`config.mk`:
```
export PLATFORM = sky130hd
export DESIGN_NAME = mfw_filter_pause_wake
export DESIGN_NICKNAME = d
export VERILOG_FILES = /design/src/rtl/mfw_filter_pause_wake.v
export VERILOG_INCLUDE_DIRS = /design/src /design/src/shared
export SDC_FILE = /design/constraint.sdc
export NUM_CORES = 1
export LEC_CHECK = 0
export BUFFER_PORTS_ARGS = -buffer_cell sky130_fd_sc_hd__buf_2
export CORE_ASPECT_RATIO = 0.5
export CORE_MARGIN = 1.5
export CORE_UTILIZATION = 61
export CTS_CLUSTER_DIAMETER = 150
export DETAILED_ROUTE_END_ITERATION = 6
export PLACE_DENSITY = 0.86
export SYNTH_ARGS = -nofsm -noshare
export SYNTH_HDL_FRONTEND = slang
export SYNTH_SLANG_ARGS = --single-unit
```
`constraint.sdc`:
```
create_clock -name sys_clk -period 7.2 [get_ports sys_clk]
set_input_delay 0.72 -clock sys_clk [delete_from_list [all_inputs] [get_ports sys_clk]]
set_output_delay 0.72 -clock sys_clk [all_outputs]
set_load 0.03 [all_outputs]
```
`src/shared/mfw_regs.vh`:
```
`ifndef MFW_REGS_VH
`define MFW_REGS_VH

`define MFW_OFS_SA4_LOW     8'hb0
`define MFW_OFS_SA4_HIGH    8'hb4
`define MFW_OFS_TYPE_CMP    8'hb8
`define MFW_OFS_PAUSE_QNT   8'hbc
`define MFW_OFS_USER_IO     8'hc0
`define MFW_OFS_WAKE_CFG    8'hc4
`define MFW_OFS_REVISION    8'hfc

`define MFW_RST_SA4_LOW     32'h00000000
`define MFW_RST_SA4_HIGH    16'h0000
`define MFW_RST_TYPE_CMP    16'h0000
`define MFW_RST_PAUSE_QNT   16'hffff
`define MFW_RST_WAKE_CFG    20'h0ffff

`define MFW_UIO_RMII        0
`define MFW_UIO_EXT_MATCH   1
`define MFW_UIO_PAUSE_TGL   2
`define MFW_UIO_ZERO_PAUSE  3
`define MFW_UIO_LOOPBACK    16
`define MFW_UIO_HALF_DUPLEX 17
`define MFW_UIO_BITRATE     18
`define MFW_UIO_SPEED       19
`define MFW_UIO_WAKE_SEEN   20

`define MFW_WK_MAGIC        16
`define MFW_WK_ARP          17
`define MFW_WK_FIRST_SPEC   18
`define MFW_WK_HASH         19

`define MFW_FIFO_DEPTH      16

`endif
```
`src/rtl/mfw_filter_pause_wake.v`:
```
`timescale 1ns/1ps
`include "mfw_regs.vh"

// Small synchronous FIFO; storage is flip-flops indexed by pointer
module mfw_fifo #(
  parameter WIDTH = 5,
  parameter DEPTH = 16,
  parameter AW    = 4
) (
  input  wire             sys_clk,
  input  wire             reset,
  input  wire             clkEn,
  input  wire             inValid,
  output wire             inReady,
  input  wire [WIDTH-1:0] inData,
  output wire             outValid,
  input  wire             outReady,
  output wire [WIDTH-1:0] outData
);
  reg [WIDTH-1:0] mem [0:DEPTH-1];
  reg [AW-1:0]    wrPtr;
  reg [AW-1:0]    rdPtr;
  reg [AW:0]      count;
  wire            doPush;
  wire            doPop;

  assign inReady  = (count != DEPTH[AW:0]);
  assign outValid = (count != {(AW+1){1'b0}});
  assign outData  = mem[rdPtr];
  assign doPush   = inValid & inReady;
  assign doPop    = outValid & outReady;

  always @(posedge sys_clk)
  begin
    if (clkEn && doPush)
    begin
      mem[wrPtr] <= inData;
    end
  end

  always @(posedge sys_clk)
  begin
    if (reset)
    begin
      wrPtr <= {AW{1'b0}};
      rdPtr <= {AW{1'b0}};
      count <= {(AW+1){1'b0}};
    end
    else if (clkEn)
    begin
      if (doPush)
      begin
        wrPtr <= (wrPtr == DEPTH[AW-1:0] - 1'b1) ? {AW{1'b0}} : wrPtr + 1'b1;
      end
      if (doPop)
      begin
        rdPtr <= (rdPtr == DEPTH[AW-1:0] - 1'b1) ? {AW{1'b0}} : rdPtr + 1'b1;
      end
      if (doPush && !doPop)
      begin
        count <= count + 1'b1;
      end
      else if (doPop && !doPush)
      begin
        count <= count - 1'b1;
      end
    end
  end
endmodule // mfw_fifo

module mfw_filter_pause_wake #(
  parameter [15:0] PART_REF    = 16'h0000,
  parameter [15:0] MODULE_VER  = 16'h0001,
  parameter        FIFO_DEPTH  = `MFW_FIFO_DEPTH
) (
  input  wire        sys_clk,
  input  wire        reset,
  input  wire        clkEn,
  input  wire        busWrite,
  input  wire        busRead,
  input  wire [7:0]  busAddr,
  input  wire [31:0] busWdata,
  output reg  [31:0] busRdata,
  output reg         busReady,
  input  wire        speedSetting,
  input  wire        bitrateSetting,
  input  wire        fullDuplexSetting,
  input  wire        loopbackSetting,
  input  wire        externalMatchEnable,
  input  wire        rxAddrValid,
  input  wire [47:0] rxDestAddr,
  input  wire        rxTypeValid,
  input  wire [15:0] rxTypeField,
  input  wire        hashMatchEvent,
  input  wire        firstSpecificMatchEvent,
  input  wire        magicPacketEvent,
  input  wire        arpRequestEvent,
  input  wire [15:0] arpTargetIp,
  input  wire        phyRxClk,
  input  wire        phyRxDv,
  input  wire [3:0]  phyRxd,
  output reg         rxNibbleValid,
  input  wire        rxNibbleReady,
  output reg  [3:0]  rxNibble,
  output reg         rxFrameEnd,
  output reg         rxOverflow,
  output reg         sa4Match,
  output reg         typeMatch,
  output reg         copyFrame,
  output reg         pauseSend,
  output reg  [15:0] pauseQuantumOut,
  output reg         rmiiMode,
  output reg         wakeOut
);
  // Register state
  reg  [31:0] specificAddress4Low;
  reg  [15:0] specificAddress4High;
  reg  [15:0] typeFieldCompare;
  reg  [15:0] pauseQuantumValue;
  reg         zeroPauseSelect;
  reg         pauseSendToggle;
  reg         pauseToggleSeen;
  reg         externalMatchInput;
  reg         rmiiSelect;
  reg         wakeOnLanIndication;
  reg  [19:0] wakeEventConfig;

  // Link sampling
  reg  [5:0]  linkSync1;
  reg  [5:0]  linkSync2;
  reg         linkClkPrev;
  reg         linkDvPrev;

  wire        wrStrobe;
  wire        rdStrobe;
  wire [15:0] arpCompareValue;
  wire        arpIpHit;
  wire        hashWake;
  wire        firstMatchWake;
  wire        arpWake;
  wire        magicWake;
  wire        anyWake;
  wire        clearWake;
  wire        linkRise;
  wire        pushValid;
  wire        pushReady;
  wire        fifoValid;
  wire [4:0]  fifoData;
  wire        fifoPop;
  wire [31:0] userIoView;
  reg  [31:0] next_rdata;

  assign wrStrobe = busWrite & clkEn;
  assign rdStrobe = busRead & clkEn;

  // Register file writes; all register access runs on the peripheral clock
  always @(posedge sys_clk)
  begin
    if (reset)
    begin
      specificAddress4Low  <= `MFW_RST_SA4_LOW;
      specificAddress4High <= `MFW_RST_SA4_HIGH;
      typeFieldCompare     <= `MFW_RST_TYPE_CMP;
      pauseQuantumValue    <= `MFW_RST_PAUSE_QNT;
      zeroPauseSelect      <= 1'b0;
      pauseSendToggle      <= 1'b0;
      externalMatchInput   <= 1'b0;
      rmiiSelect           <= 1'b0;
      wakeEventConfig      <= `MFW_RST_WAKE_CFG;
    end
    else if (wrStrobe)
    begin
      case (busAddr)
        `MFW_OFS_SA4_LOW:
        begin
          specificAddress4Low <= busWdata;
        end
        `MFW_OFS_SA4_HIGH:
        begin
          specificAddress4High <= busWdata[15:0];
        end
        `MFW_OFS_TYPE_CMP:
        begin
          typeFieldCompare <= busWdata[15:0];
        end
        `MFW_OFS_PAUSE_QNT:
        begin
          pauseQuantumValue <= busWdata[15:0];
        end
        `MFW_OFS_USER_IO:
        begin
          zeroPauseSelect    <= busWdata[`MFW_UIO_ZERO_PAUSE];
          pauseSendToggle    <= busWdata[`MFW_UIO_PAUSE_TGL];
          externalMatchInput <= busWdata[`MFW_UIO_EXT_MATCH];
          rmiiSelect         <= busWdata[`MFW_UIO_RMII];
        end
        `MFW_OFS_WAKE_CFG:
        begin
          wakeEventConfig <= busWdata[19:0];
        end
        default:
        begin
          wakeEventConfig <= wakeEventConfig;
        end
      endcase
    end
  end

  // Wake sources; a zero compare value disables the ARP address path
  assign arpCompareValue = wakeEventConfig[15:0];
  assign arpIpHit = (arpCompareValue != 16'h0000)
                  & (arpTargetIp == arpCompareValue);
  assign hashWake = hashMatchEvent & wakeEventConfig[`MFW_WK_HASH];
  assign firstMatchWake = firstSpecificMatchEvent & wakeEventConfig[`MFW_WK_FIRST_SPEC];
  assign arpWake = arpRequestEvent & arpIpHit & wakeEventConfig[`MFW_WK_ARP];
  assign magicWake = magicPacketEvent & wakeEventConfig[`MFW_WK_MAGIC];
  assign anyWake = hashWake | firstMatchWake | arpWake | magicWake;
  assign clearWake = wrStrobe & (busAddr == `MFW_OFS_USER_IO) & busWdata[`MFW_UIO_WAKE_SEEN];

  // Sticky detect; a new event in the clearing cycle wins over the clear
  always @(posedge sys_clk)
  begin
    if (reset)
    begin
      wakeOnLanIndication <= 1'b0;
      wakeOut             <= 1'b0;
    end
    else if (clkEn)
    begin
      wakeOut <= anyWake;
      if (anyWake)
      begin
        wakeOnLanIndication <= 1'b1;
      end
      else if (clearWake)
      begin
        wakeOnLanIndication <= 1'b0;
      end
    end
  end

  // Pause frame request on each toggle of the send bit
  always @(posedge sys_clk)
  begin
    if (reset)
    begin
      pauseToggleSeen <= 1'b0;
      pauseSend       <= 1'b0;
      pauseQuantumOut <= `MFW_RST_PAUSE_QNT;
    end
    else if (clkEn)
    begin
      pauseToggleSeen <= pauseSendToggle;
      pauseSend       <= pauseSendToggle ^ pauseToggleSeen;
      if (pauseSendToggle ^ pauseToggleSeen)
      begin
        pauseQuantumOut <= zeroPauseSelect ? 16'h0000 : pauseQuantumValue;
      end
    end
  end

  // Receive side filters and settings driven out of the register bank
  always @(posedge sys_clk)
  begin
    if (reset)
    begin
      sa4Match  <= 1'b0;
      typeMatch <= 1'b0;
      copyFrame <= 1'b0;
      rmiiMode  <= 1'b0;
    end
    else if (clkEn)
    begin
      // Bit 0 of the low word lines up with the first bit on the wire
      sa4Match  <= rxAddrValid
                 & (rxDestAddr == {specificAddress4High, specificAddress4Low});
      typeMatch <= rxTypeValid & (rxTypeField == typeFieldCompare);
      copyFrame <= externalMatchInput & externalMatchEnable;
      rmiiMode  <= rmiiSelect;
    end
  end

  // Read view of the user I/O word; mirrors track their sources live
  assign userIoView = {11'h000, wakeOnLanIndication, speedSetting, bitrateSetting,
                       ~fullDuplexSetting, loopbackSetting, 12'h000,
                       zeroPauseSelect, pauseSendToggle, externalMatchInput, rmiiSelect};

  always @*
  begin
    next_rdata = 32'h00000000;
    case (busAddr)
      `MFW_OFS_SA4_LOW:   next_rdata = specificAddress4Low;
      `MFW_OFS_SA4_HIGH:  next_rdata = {16'h0000, specificAddress4High};
      `MFW_OFS_TYPE_CMP:  next_rdata = {16'h0000, typeFieldCompare};
      `MFW_OFS_PAUSE_QNT: next_rdata = {16'h0000, pauseQuantumValue};
      `MFW_OFS_USER_IO:   next_rdata = userIoView;
      `MFW_OFS_WAKE_CFG:  next_rdata = {12'h000, wakeEventConfig};
      `MFW_OFS_REVISION:  next_rdata = {PART_REF, MODULE_VER};
      default:            next_rdata = 32'h00000000;
    endcase
  end

  // Register port answers one cycle after a strobe; unmapped reads give zero
  always @(posedge sys_clk)
  begin
    if (reset)
    begin
      busRdata <= 32'h00000000;
      busReady <= 1'b0;
    end
    else if (clkEn)
    begin
      busReady <= busRead | busWrite;
      if (rdStrobe)
      begin
        busRdata <= next_rdata;
      end
    end
  end

  // PHY pins cross by two flops; the link clock is sampled, not used as a clock.
  // Sampling at 10 ns is safe only while the link clock stays well below 50 MHz.
  always @(posedge sys_clk)
  begin
    if (reset)
    begin
      linkSync1   <= 6'h00;
      linkSync2   <= 6'h00;
      linkClkPrev <= 1'b0;
      linkDvPrev  <= 1'b0;
    end
    else if (clkEn)
    begin
      linkSync1 <= {phyRxClk, phyRxDv, phyRxd};
      linkSync2 <= linkSync1;
      linkClkPrev <= linkSync2[5];
      if (linkRise)
      begin
        linkDvPrev <= linkSync2[4];
      end
    end
  end

  assign linkRise  = linkSync2[5] & ~linkClkPrev;
  // Nibble plus an end marker; end of frame is the fall of data valid
  assign pushValid = linkRise & (linkSync2[4] | linkDvPrev);

  mfw_fifo #(
    .WIDTH (5),
    .DEPTH (FIFO_DEPTH),
    .AW    (4)
  ) u_rxFifo (
    .sys_clk  (sys_clk),
    .reset    (reset),
    .clkEn    (clkEn),
    .inValid  (pushValid),
    .inReady  (pushReady),
    .inData   ({~linkSync2[4], linkSync2[3:0]}),
    .outValid (fifoValid),
    .outReady (fifoPop),
    .outData  (fifoData)
  );

  // A PHY cannot be stalled, so a full buffer drops the nibble and flags it
  always @(posedge sys_clk)
  begin
    if (reset)
    begin
      rxOverflow <= 1'b0;
    end
    else if (clkEn && pushValid && !pushReady)
    begin
      rxOverflow <= 1'b1;
    end
  end

  // Output stage keeps the stream ports straight from flops
  assign fifoPop = fifoValid & (~rxNibbleValid | rxNibbleReady);

  always @(posedge sys_clk)
  begin
    if (reset)
    begin
      rxNibbleValid <= 1'b0;
      rxNibble      <= 4'h0;
      rxFrameEnd    <= 1'b0;
    end
    else if (clkEn)
    begin
      if (~rxNibbleValid | rxNibbleReady)
      begin
        rxNibbleValid <= fifoValid;
        rxNibble      <= fifoData[3:0];
        rxFrameEnd    <= fifoData[4];
      end
    end
  end
endmodule // mfw_filter_pause_wake

```
==> flow_summary.ini, run 1 <==
[routing]
topRoutingLayerUsed = met4
wirelength_mm = 33.1
firstDrtPassIters = 6
route.met3.wl_mm = 2.96
met1_length_mm = 12.7
drt_iter0_markers = 1045
routedWlPerCell_um = 20.3
wl_met2_mm = 16.0
vias_per_cell = 6.14
via_count = 10004
antenna_left = 0
route.detailed.drc = 0

[hold_path]
holdPathStages = 2
hold_class = register to register
worstHoldStart = busRdata[6]
hold_path_end = busRdata[6]

[clock_tree]
cts_sinks = 275
hold_buffers = 0
cts_buffers = 23
cts.repair.resized = 0
insertion_delay_ps = 510
htree_num_levels = 1
cts-root-buf = clkbuf_16
clkTransAtPathRegs_ps = 70
clk_path_buf_depth = 3
post-cts-setup-buffers = 0
cts_tree = done

[critical_path]
r2r-end = u_rxFifo.count[4]
critPathCaptureType = register
ff2ff_path_depth = 11
path_max_fanout = 5
required_ps = 7620
rrSetupSlack_ps = 4240
start_kind = register
path_class = register to register
r2r-start = u_rxFifo.count[0]
arrival_ps = 3380

[timing]
rsz0062_at_grt = false
max_freq_ghz = 0.338
finalSetupTns_ps = 0
period_share_pct = 41.1
finalSetupViolCount = 0
finalCriticalPeriod_ps = 2960
tightest_slew_ps = 1240
clock_skew_ps = 18.5
slew_violations = 0
maxSlewHeadroom_pct = 17.3
hold_viol_final = 0

[final_layout]
multi_input_area_sq_um = 5330
final_util_pct = 73.3
regArea_sq_um = 6310
fillers = 1355
drive_gt1_share_pct = 20.5
nets = 1505
area_delta_synth_final_pct = 15.2

[logic_synthesis]
yosysWarningCount = 0
ys_types = 63
synth_nets = 1337
synth_area_sq_um = 12000
synth_edf_count = 80
syn_inst = 1184
syn_area_per_cell_sq_um = 10.1
synth-seq-cells = 275
synth-main-ff-cell = dfxtp_1
async_flop_share_pct = 0
seq_area_frac_synth_pct = 52.6

[global_route]
grt_pass1_wl_mm = 51.3
grt_pass1_vias = 9764
grt-ovfl-total = 0
grt_max_degree = 119
antenna_found_initial = 0
grt_usage_pct = 31.9

[place]
port_buffers = 204
place_congestion = 0.920
dp_hpwl_mm = 23.5

[floorplan]
die_w_um = 201
ios = 205
die-area_sq_um = 20500
fp-row-count = 35
die_h_um = 102
core_area_sq_um = 18800
start_util_pct = 63.6

[run_status]
status = completed

[power_and_ir_drop]
p_leak_nw = 5.06
powerDensity_nw_per_um2 = 237
ir_drop_mv = 0.136

[flow_run]
drv_cap = 0
## cells in the mapped netlist, drive strengths merged, types with 11 or more instances
library cell  number  area, sq um
a22o              13          114
a22oi             19          143
nor3b             17          133
clkbuf            39          146
mux2i             42          420
o21ai             29          145
nand3             25          125
a222oi            11          110
nor4              13          103
xor2              19          166
xnor2             68          596
a21oi             98          490
nand4             16          100
edfxtp            80         2400
dfxtp            195         3900
mux4              20          450
nor3              13         96.4
a211o             16          140
nand3b            33          251
buf               33          170
nand2            230          866
inv               11         41.3
nor2              78          293
## worst max-delay path: stages (launching register included)
cell and delay, ps:
dfxtp_1 370, nor4_2 610, nand2_1 110, nand2_1 90, ha_1 200, inv_1 120
fa_1 420, a21o_1 180, a21oi_1 210, xnor2_1 110, or3_1 310, a21oi_1 160
## worst max path at each step
stage	from	end	slack [ps]	depth (start not counted)
after floorplan	u_rxFifo.count[0]	u_rxFifo.count[4]	4630	10
after global placement	busAddr[1]	wakeEventConfig[19]	3950	7
after detailed placement	busAddr[1]	wakeEventConfig[16]	3890	7
after CTS	u_rxFifo.count[0]	u_rxFifo.count[4]	4240	11
after global routing	u_rxFifo.count[0]	u_rxFifo.count[4]	3980	11
final	u_rxFifo.count[0]	u_rxFifo.count[4]	4240	11
## cell usage in the layout (no fill, tap or decap), types with 12 or more instances in the layout
master     count
nor2_1        78
nor3b_1       16
dfxtp_1      195
xor2_1        19
buf_2        203
nand2_1      229
o21ai_0       12
mux4_2        20
a22oi_1       19
a22o_1        13
o21ai_1       17
edfxtp_1      80
a21oi_1       98
clkbuf_16     23
buf_4         12
xnor2_1       68
a211o_1       16
nand3_1       25
mux2i_1       42
nand3b_1      32
nand4_1       16
## stage by stage
step / instance area [sq um] / cells / total power, W / worst slack (ps) / hold slack [ps]
2_1_floorplan: 12000 / 1184 / 0.00197 / 4630 / 448
3_3_place_gp: 13100 / 1586 / 0.00208 / 3950 / 436
3_5_place_dp: 13100 / 1586 / 0.00210 / 3890 / 440
4_1_cts: 13800 / 1627 / 0.00327 / 4240 / 439
5_1_grt: 13800 / 1627 / 0.00337 / 3980 / 450
6_report: 13800 / 1629 / 0.00327 / 4240 / 446
## cells by family after synthesis
family                     Yosys count  synth area share, %
and+or+nand+nor                    450                 17.9
DFF                                275                 52.6
AOI/OAI and AO/OA                  217                 11.7
xor gates and xnor gates            87                 6.36
buffers and inverters               83                 2.99
muxes                               62                 7.27
adders and majority gates           10                 1.11
## registers in the layout, indices dropped and copies added (netlist names), 4 cells and up
register              count
u_rxFifo.mem             80
busRdata                 32
specificAddress4Low      32
wakeEventConfig          20
pauseQuantumOut          16
pauseQuantumValue        16
specificAddress4High     16
typeFieldCompare         16
linkSync1                 6
linkSync2                 6
u_rxFifo.count            5
rxNibble                  4
u_rxFifo.rdPtr            4
u_rxFifo.wrPtr            4
## report_power, final
part | internal (W) | total, W | switching (W)
Sequential | 0.00161 | 0.00165 | 0.0000367
Clock | 0.000647 | 0.00119 | 0.000548
Combinational | 0.000193 | 0.000421 | 0.000228
## metal layers
layer | global-route usage, % | vias to the layer above
li1 | - | 4559
met1 | 39.4 | 4761
met2 | 55.3 | 560
met3 | 6.06 | 124
met4 | 15.0 | 0
met5 | 0 | -
## cell type report
| type | count | share of cell area (%) |
|---|---|---|
| multi-input combinational | 826 | 38.6 |
| tap | 259 | 2.35 |
| sequential | 275 | 45.7 |
| clock buffer | 32 | 4.56 |
| clock inverter | 9 | 0.480 |
| timing repair buffer | 215 | 8.01 |
| antenna | 2 | 0.0363 |
| inverter | 11 | 0.299 |
(Power assumes the default switching activity.)
==> run 2: changes to the inputs <==
--- a/config.mk
+++ b/config.mk
@@ -9,10 +9,10 @@
 export BUFFER_PORTS_ARGS = -buffer_cell sky130_fd_sc_hd__buf_2
 export CORE_ASPECT_RATIO = 0.5
 export CORE_MARGIN = 1.5
-export CORE_UTILIZATION = 61
+export CORE_UTILIZATION = 56
 export CTS_CLUSTER_DIAMETER = 150
 export DETAILED_ROUTE_END_ITERATION = 6
-export PLACE_DENSITY = 0.86
+export PLACE_DENSITY = 0.8
 export SYNTH_ARGS = -nofsm -noshare
 export SYNTH_HDL_FRONTEND = slang
 export SYNTH_SLANG_ARGS = --single-unit
==> constraint.sdc (replaced) <==
create_clock -name sys_clk -period 3 [get_ports sys_clk]
set_input_delay 0.3 -clock sys_clk [delete_from_list [all_inputs] [get_ports sys_clk]]
set_output_delay 0.3 -clock sys_clk [all_outputs]
set_load 0.03 [all_outputs]
==> run 2 against run 1 <==
  * The run now ends with design-rule violations left
  * Highest routed layer unchanged
  * Die area up 8.7%
  * Clock skew fell by 11 ps
  * Wire length is 1.9% higher
  * Worst hold slack worse by 420 ps
  * Critical path depth did not move
  * Critical path type unchanged
  * Cell count is 1.8% higher
  * Worst setup slack got worse by 4100 ps
  * Non-clock buffer count up 13
  * Sequential share of layout area is 0.89 points lower
==> flow_summary.ini, run 2 (synthesis gave the netlist of run 1 again) <==
[timing]
period_share_pct = 93.6
hold_ws_ps = 23.9
finalCriticalPeriod_ps = 2810
finalSetupViolCount = 0
finalSetupTns_ps = 0
rsz0062_at_grt = false
hold_viol_final = 0
max_freq_ghz = 0.356
tightest_slew_ps = 1090
clock_skew_ps = 7.45
timing.final.ws_setup_ps = 191
slew_violations = 0
maxSlewHeadroom_pct = 27.5

[global_route]
grt_max_degree = 108
antenna_found_initial = 0
grt-ovfl-total = 0
grt_usage_pct = 30.1
grt_pass1_vias = 9766
grt_pass1_wl_mm = 52.6

[final_layout]
nets = 1520
final_util_pct = 67.7
diodes = 0
design_area_sq_um = 14100
area_delta_synth_final_pct = 17.5
mostFrequentLayoutCell = nand2_1
fillers = 1560
most-common-layout-cells = nand2_1, buf_2, dfxtp_1
drive_gt1_share_pct = 21.7
top_regs = u_rxFifo.mem (80), busRdata (32), specificAddress4Low (32)
largest_reg_flops = 80
largest_register = u_rxFifo.mem

[place]
port_buffers = 204
dp_hpwl_mm = 23.8
dpl_cell_area_sq_um = 13200
place_ws_ps = 110
place_congestion = 0.917

[run_status]
status = complete, but fails checks
violations = design-rule violations

[critical_path]
r2r-end = u_rxFifo.count[4]
rrSetupSlack_ps = 190
path_max_fanout = 5
arrival_ps = 3240
critPathCaptureType = register
r2r-start = u_rxFifo.count[0]
ff2ff_path_depth = 11
required_ps = 3430
start_kind = register
path_class = register to register

[hold_path]
holdPathStages = 3
hold_class = input pin to register
worstHoldStart = busWdata[28]
hold_path_end = specificAddress4Low[28]

[power_and_ir_drop]
comb_power_share_pct = 12.9
powerDensity_nw_per_um2 = 593
p_sw_share_pct = 24.4
p_leak_nw = 5.19
pwr-share-seq_pct = 47.3
p_sw_w = 0.00203
pwr-share-clk_pct = 39.9
ir_drop_mv = 0.316
internal_power_w = 0.00631

[routing]
firstDrtPassIters = 7
antenna_left = 0
via_count = 9970
vias_per_cell = 6.01
route.detailed.drc = 7
drt_iter0_markers = 1061
wirelength_mm = 33.7
routedWlPerCell_um = 20.4

[clock_tree]
post-cts-setup-buffers = 0
cts-root-buf = clkbuf_16
clk_path_buf_depth = 3
htree_num_levels = 1
cts_buffers = 25
insertion_delay_ps = 520
cts_sinks = 275
clkTransAtPathRegs_ps = 60
cts_tree = done

[floorplan]
start_util_pct = 57.7
die_h_um = 106
ios = 205
die_w_um = 210
core_area_sq_um = 20800
die-area_sq_um = 22300
fp-row-count = 37

[flow_run]
drv_cap = 0
## run 2: cell count changes in the layout (fill, tap and decap cells not counted), moves of 2 or more
cell,previous run,this run
clkbuf_16,23,25
buf_4,12,25
bufinv_16,1,4
diode_2,2,0
clkinv_1,3,0
## run 2: power by group through the flow
stage / Clock (W) / Sequential, W / Combinational (W)
finish: 0.00332 / 0.00394 / 0.00107
global route: 0.00351 / 0.00395 / 0.00115
CTS: 0.00333 / 0.00394 / 0.00107
detailed placement: 0 / 0.00402 / 0.00104
global placement: 0 / 0.00401 / 0.000997
floorplan: 0 / 0.00404 / 0.000690
## run 2: worst max path at each step
stage / startpoint / endpoint / slack, ps / depth (start not counted)
detailed placement: u_rxFifo.count[0] / u_rxFifo.count[4] / 110 / 10
global route: u_rxFifo.count[0] / u_rxFifo.count[4] / 40 / 11
floorplan: u_rxFifo.count[0] / u_rxFifo.count[4] / 430 / 10
global placement: u_rxFifo.count[0] / u_rxFifo.count[4] / 260 / 11
finish: u_rxFifo.count[0] / u_rxFifo.count[4] / 190 / 11
CTS: u_rxFifo.count[0] / u_rxFifo.count[4] / 30 / 10
## run 2: what timing repair did
| item | CTS | global route |
|---|---|---|
| setup endpoints to repair | 1 | 1 |
| gates resized for setup | 1 | 2 |
| hold buffers | 0 | 0 |
## run 2: critical path, stage by stage (launching register included)
cell	delay [ps]
dfxtp_1	380
nor4_4	510
nand2_1	100
nand2_1	90
ha_1	180
inv_1	110
fa_1	430
a21o_1	180
a21oi_1	190
xnor2_1	110
or3_1	330
a21oi_1	140
## run 2: routing by layer
metal / routed length (um) / global-route usage [%] / share of wire (%)
met1: 13400 / 38.5 / 40
met2: 16400 / 51.8 / 49
met3: 2580 / 4.87 / 7.7
met4: 1340 / 11.0 / 4.0
met5: 0 / 0 / 0
## run 2: cell type report
type | count | area, sq um | area share (%)
sequential | 275 | 6310 | 44.8
inverter | 11 | 41.3 | 0.293
multi-input combinational | 826 | 5340 | 37.9
tap | 273 | 342 | 2.43
clock buffer | 36 | 697 | 4.95
timing repair buffer | 228 | 1200 | 8.55
clock inverter | 9 | 148 | 1.05
## run 2: per-stage QoR
| stage | std cells | power, W |
|---|---|---|
| after global placement | 1613 | 0.00501 |
| after detailed placement | 1613 | 0.00506 |
| after floorplan | 1184 | 0.00473 |
| after global routing | 1658 | 0.00861 |
| after CTS | 1658 | 0.00834 |
| final | 1658 | 0.00834 |
==> run 3: changes to the inputs <==
--- a/config.mk
+++ b/config.mk
@@ -12,7 +12,8 @@
 export CORE_UTILIZATION = 56
 export CTS_CLUSTER_DIAMETER = 150
 export DETAILED_ROUTE_END_ITERATION = 6
-export PLACE_DENSITY = 0.8
+export PLACE_DENSITY_LB_ADDON = 0.25
+export REMOVE_ABC_BUFFERS = 1
 export SYNTH_ARGS = -nofsm -noshare
 export SYNTH_HDL_FRONTEND = slang
 export SYNTH_SLANG_ARGS = --single-unit
==> run 3 against run 2 <==
  * The run now ends clean
  * Wire length down 0.60%
  * Global-route usage down 0.25 points
  * Clock skew up 14 ps
  * Register-to-register slack better by 20 ps
  * Non-clock buffer count up 7
  * Die area unchanged
  * Critical endpoint unchanged
  * Largest cell class unchanged
==> flow_summary.ini, run 3 (synthesis gave the netlist of run 1 again) <==
[run_status]
status = completed

[timing]
rsz0062_at_grt = false
slew_violations = 0
clock_skew_ps = 21.3
tightest_slew_ps = 990
maxSlewHeadroom_pct = 33.9
finalSetupViolCount = 0
hold_viol_final = 0
finalSetupTns_ps = 0
timing.final.ws_setup_ps = 213
finalCriticalPeriod_ps = 2790
period_share_pct = 92.9
max_freq_ghz = 0.359

[floorplan]
core_area_sq_um = 20800
ios = 205
die_w_um = 210
die-area_sq_um = 22300
die_h_um = 106
start_util_pct = 57.7
fp-row-count = 37

[routing]
antenna_left = 0
routedWlPerCell_um = 20.2
vias_per_cell = 5.94
firstDrtPassIters = 6
drt_iter0_markers = 971
wirelength_mm = 33.5
route.detailed.drc = 0
via_count = 9871

[global_route]
grt_pass1_wl_mm = 51.4
grt_max_degree = 160
grt_usage_pct = 29.8
antenna_found_initial = 1
grt-ovfl-total = 0
grt_pass1_vias = 9406

[hold_path]
worstHoldStart = busWdata[22]
hold_path_end = specificAddress4Low[22]
hold_class = input pin to register
holdPathStages = 3

[place]
dp_hpwl_mm = 23.6
port_buffers = 204
dpl_cell_area_sq_um = 13300
place_ws_ps = 117
place_congestion = 0.944
dp.cells = 1619

[critical_path]
arrival_ps = 3220
path_max_fanout = 5
ff2ff_path_depth = 10
required_ps = 3430
start_kind = register
path_class = register to register
critPathCaptureType = register
r2r-start = u_rxFifo.count[0]
r2r-end = u_rxFifo.count[4]
rrSetupSlack_ps = 210

[final_layout]
drive_gt1_share_pct = 21.6
mostFrequentLayoutCell = nand2_1
final_util_pct = 67.4
largest_register = u_rxFifo.mem
largest_reg_flops = 80
most-common-layout-cells = nand2_1, buf_2, dfxtp_1
design_area_sq_um = 14000
fin_cells = 1661
top_regs = u_rxFifo.mem (80), busRdata (32), specificAddress4Low (32)
area_delta_synth_final_pct = 16.9
nets = 1526

[clock_tree]
clk_path_buf_depth = 3
insertion_delay_ps = 530
cts_tree = done
cts-root-buf = clkbuf_16
clkTransAtPathRegs_ps = 70
cts_sinks = 275
htree_num_levels = 1
cts_buffers = 24

[power_and_ir_drop]
p_leak_nw = 5.17
powerDensity_nw_per_um2 = 564
ir_drop_mv = 0.342

[flow_run]
drv_cap = 0
==> run 3: cell types whose count changed in the layout (fill, tap and decap cells not counted), moves of 3 or more <==
cell	previous run	this run
buf_4	25	30
bufinv_16	4	0
clkinv_1	0	3
clkbuf_1	8	5
==> run 3: final cells by class <==
| cell class | count | area, sq um |
|---|---|---|
| Fill cell | 1626 | 6780 |
| Sequential cell | 275 | 6310 |
| Multi-Input combinational cell | 826 | 5340 |
| Timing Repair Buffer | 235 | 1270 |
| Clock buffer | 32 | 672 |
| Tap cell | 273 | 342 |
| Inverter | 11 | 41.3 |
| Clock inverter | 8 | 36.3 |
| Antenna cell | 1 | 2.50 |
==> run 3: worst max-delay path, stage by stage (launching register included) <==
cell       delay [ps]
dfxtp_1           470
nor4_4            120
a2111oi_0         450
ha_1              270
inv_1             110
fa_1              410
a21o_1            180
a21oi_1           160
xnor2_1            90
or3_1             300
a21oi_1           140
==> run 3: power by group <==
part	switching [W]	internal (W)
Sequential	0.0000709	0.00387
Clock	0.00134	0.00156
Combinational	0.000570	0.000482
Total	0.00198	0.00592
==> run 3: worst max-delay path by stage <==
stage | startpoint | end | slack, ps | cells after the start
floorplan | busAddr[1] | wakeEventConfig[16] | 320 | 5
CTS | u_rxFifo.count[0] | u_rxFifo.count[4] | 90 | 10
global placement | u_rxFifo.count[0] | u_rxFifo.count[4] | 220 | 10
global route | u_rxFifo.count[0] | u_rxFifo.count[4] | 70 | 10
detailed placement | u_rxFifo.count[0] | u_rxFifo.count[4] | 120 | 10
finish | u_rxFifo.count[0] | u_rxFifo.count[4] | 210 | 10
==> run 3: metrics by stage <==
stage          hold slack, ps  total power [W]
6_report                 11.5          0.00789
2_1_floorplan             369          0.00467
3_5_place_dp              442          0.00505
5_1_grt                  12.3          0.00817
4_1_cts                 0.156          0.00790
3_3_place_gp              439          0.00502
==> run 3: timing repair <==
item	in CTS	in global routing
hold buffers	0	1
hold endpoints to repair	0	1
resized for setup	0	1
buffers inserted	0	0
endpoints found under the setup margin	0	1
==> run 3: per-layer routing <==
metal | wire length (um) | GRT usage (%) | up-vias
met4 | 1160 | 11.4 | 2
met5 | 11 | 0 | -
met3 | 2410 | 4.99 | 94
met2 | 16000 | 49.6 | 423
li1 | - | - | 4583
met1 | 14000 | 39.4 | 4769
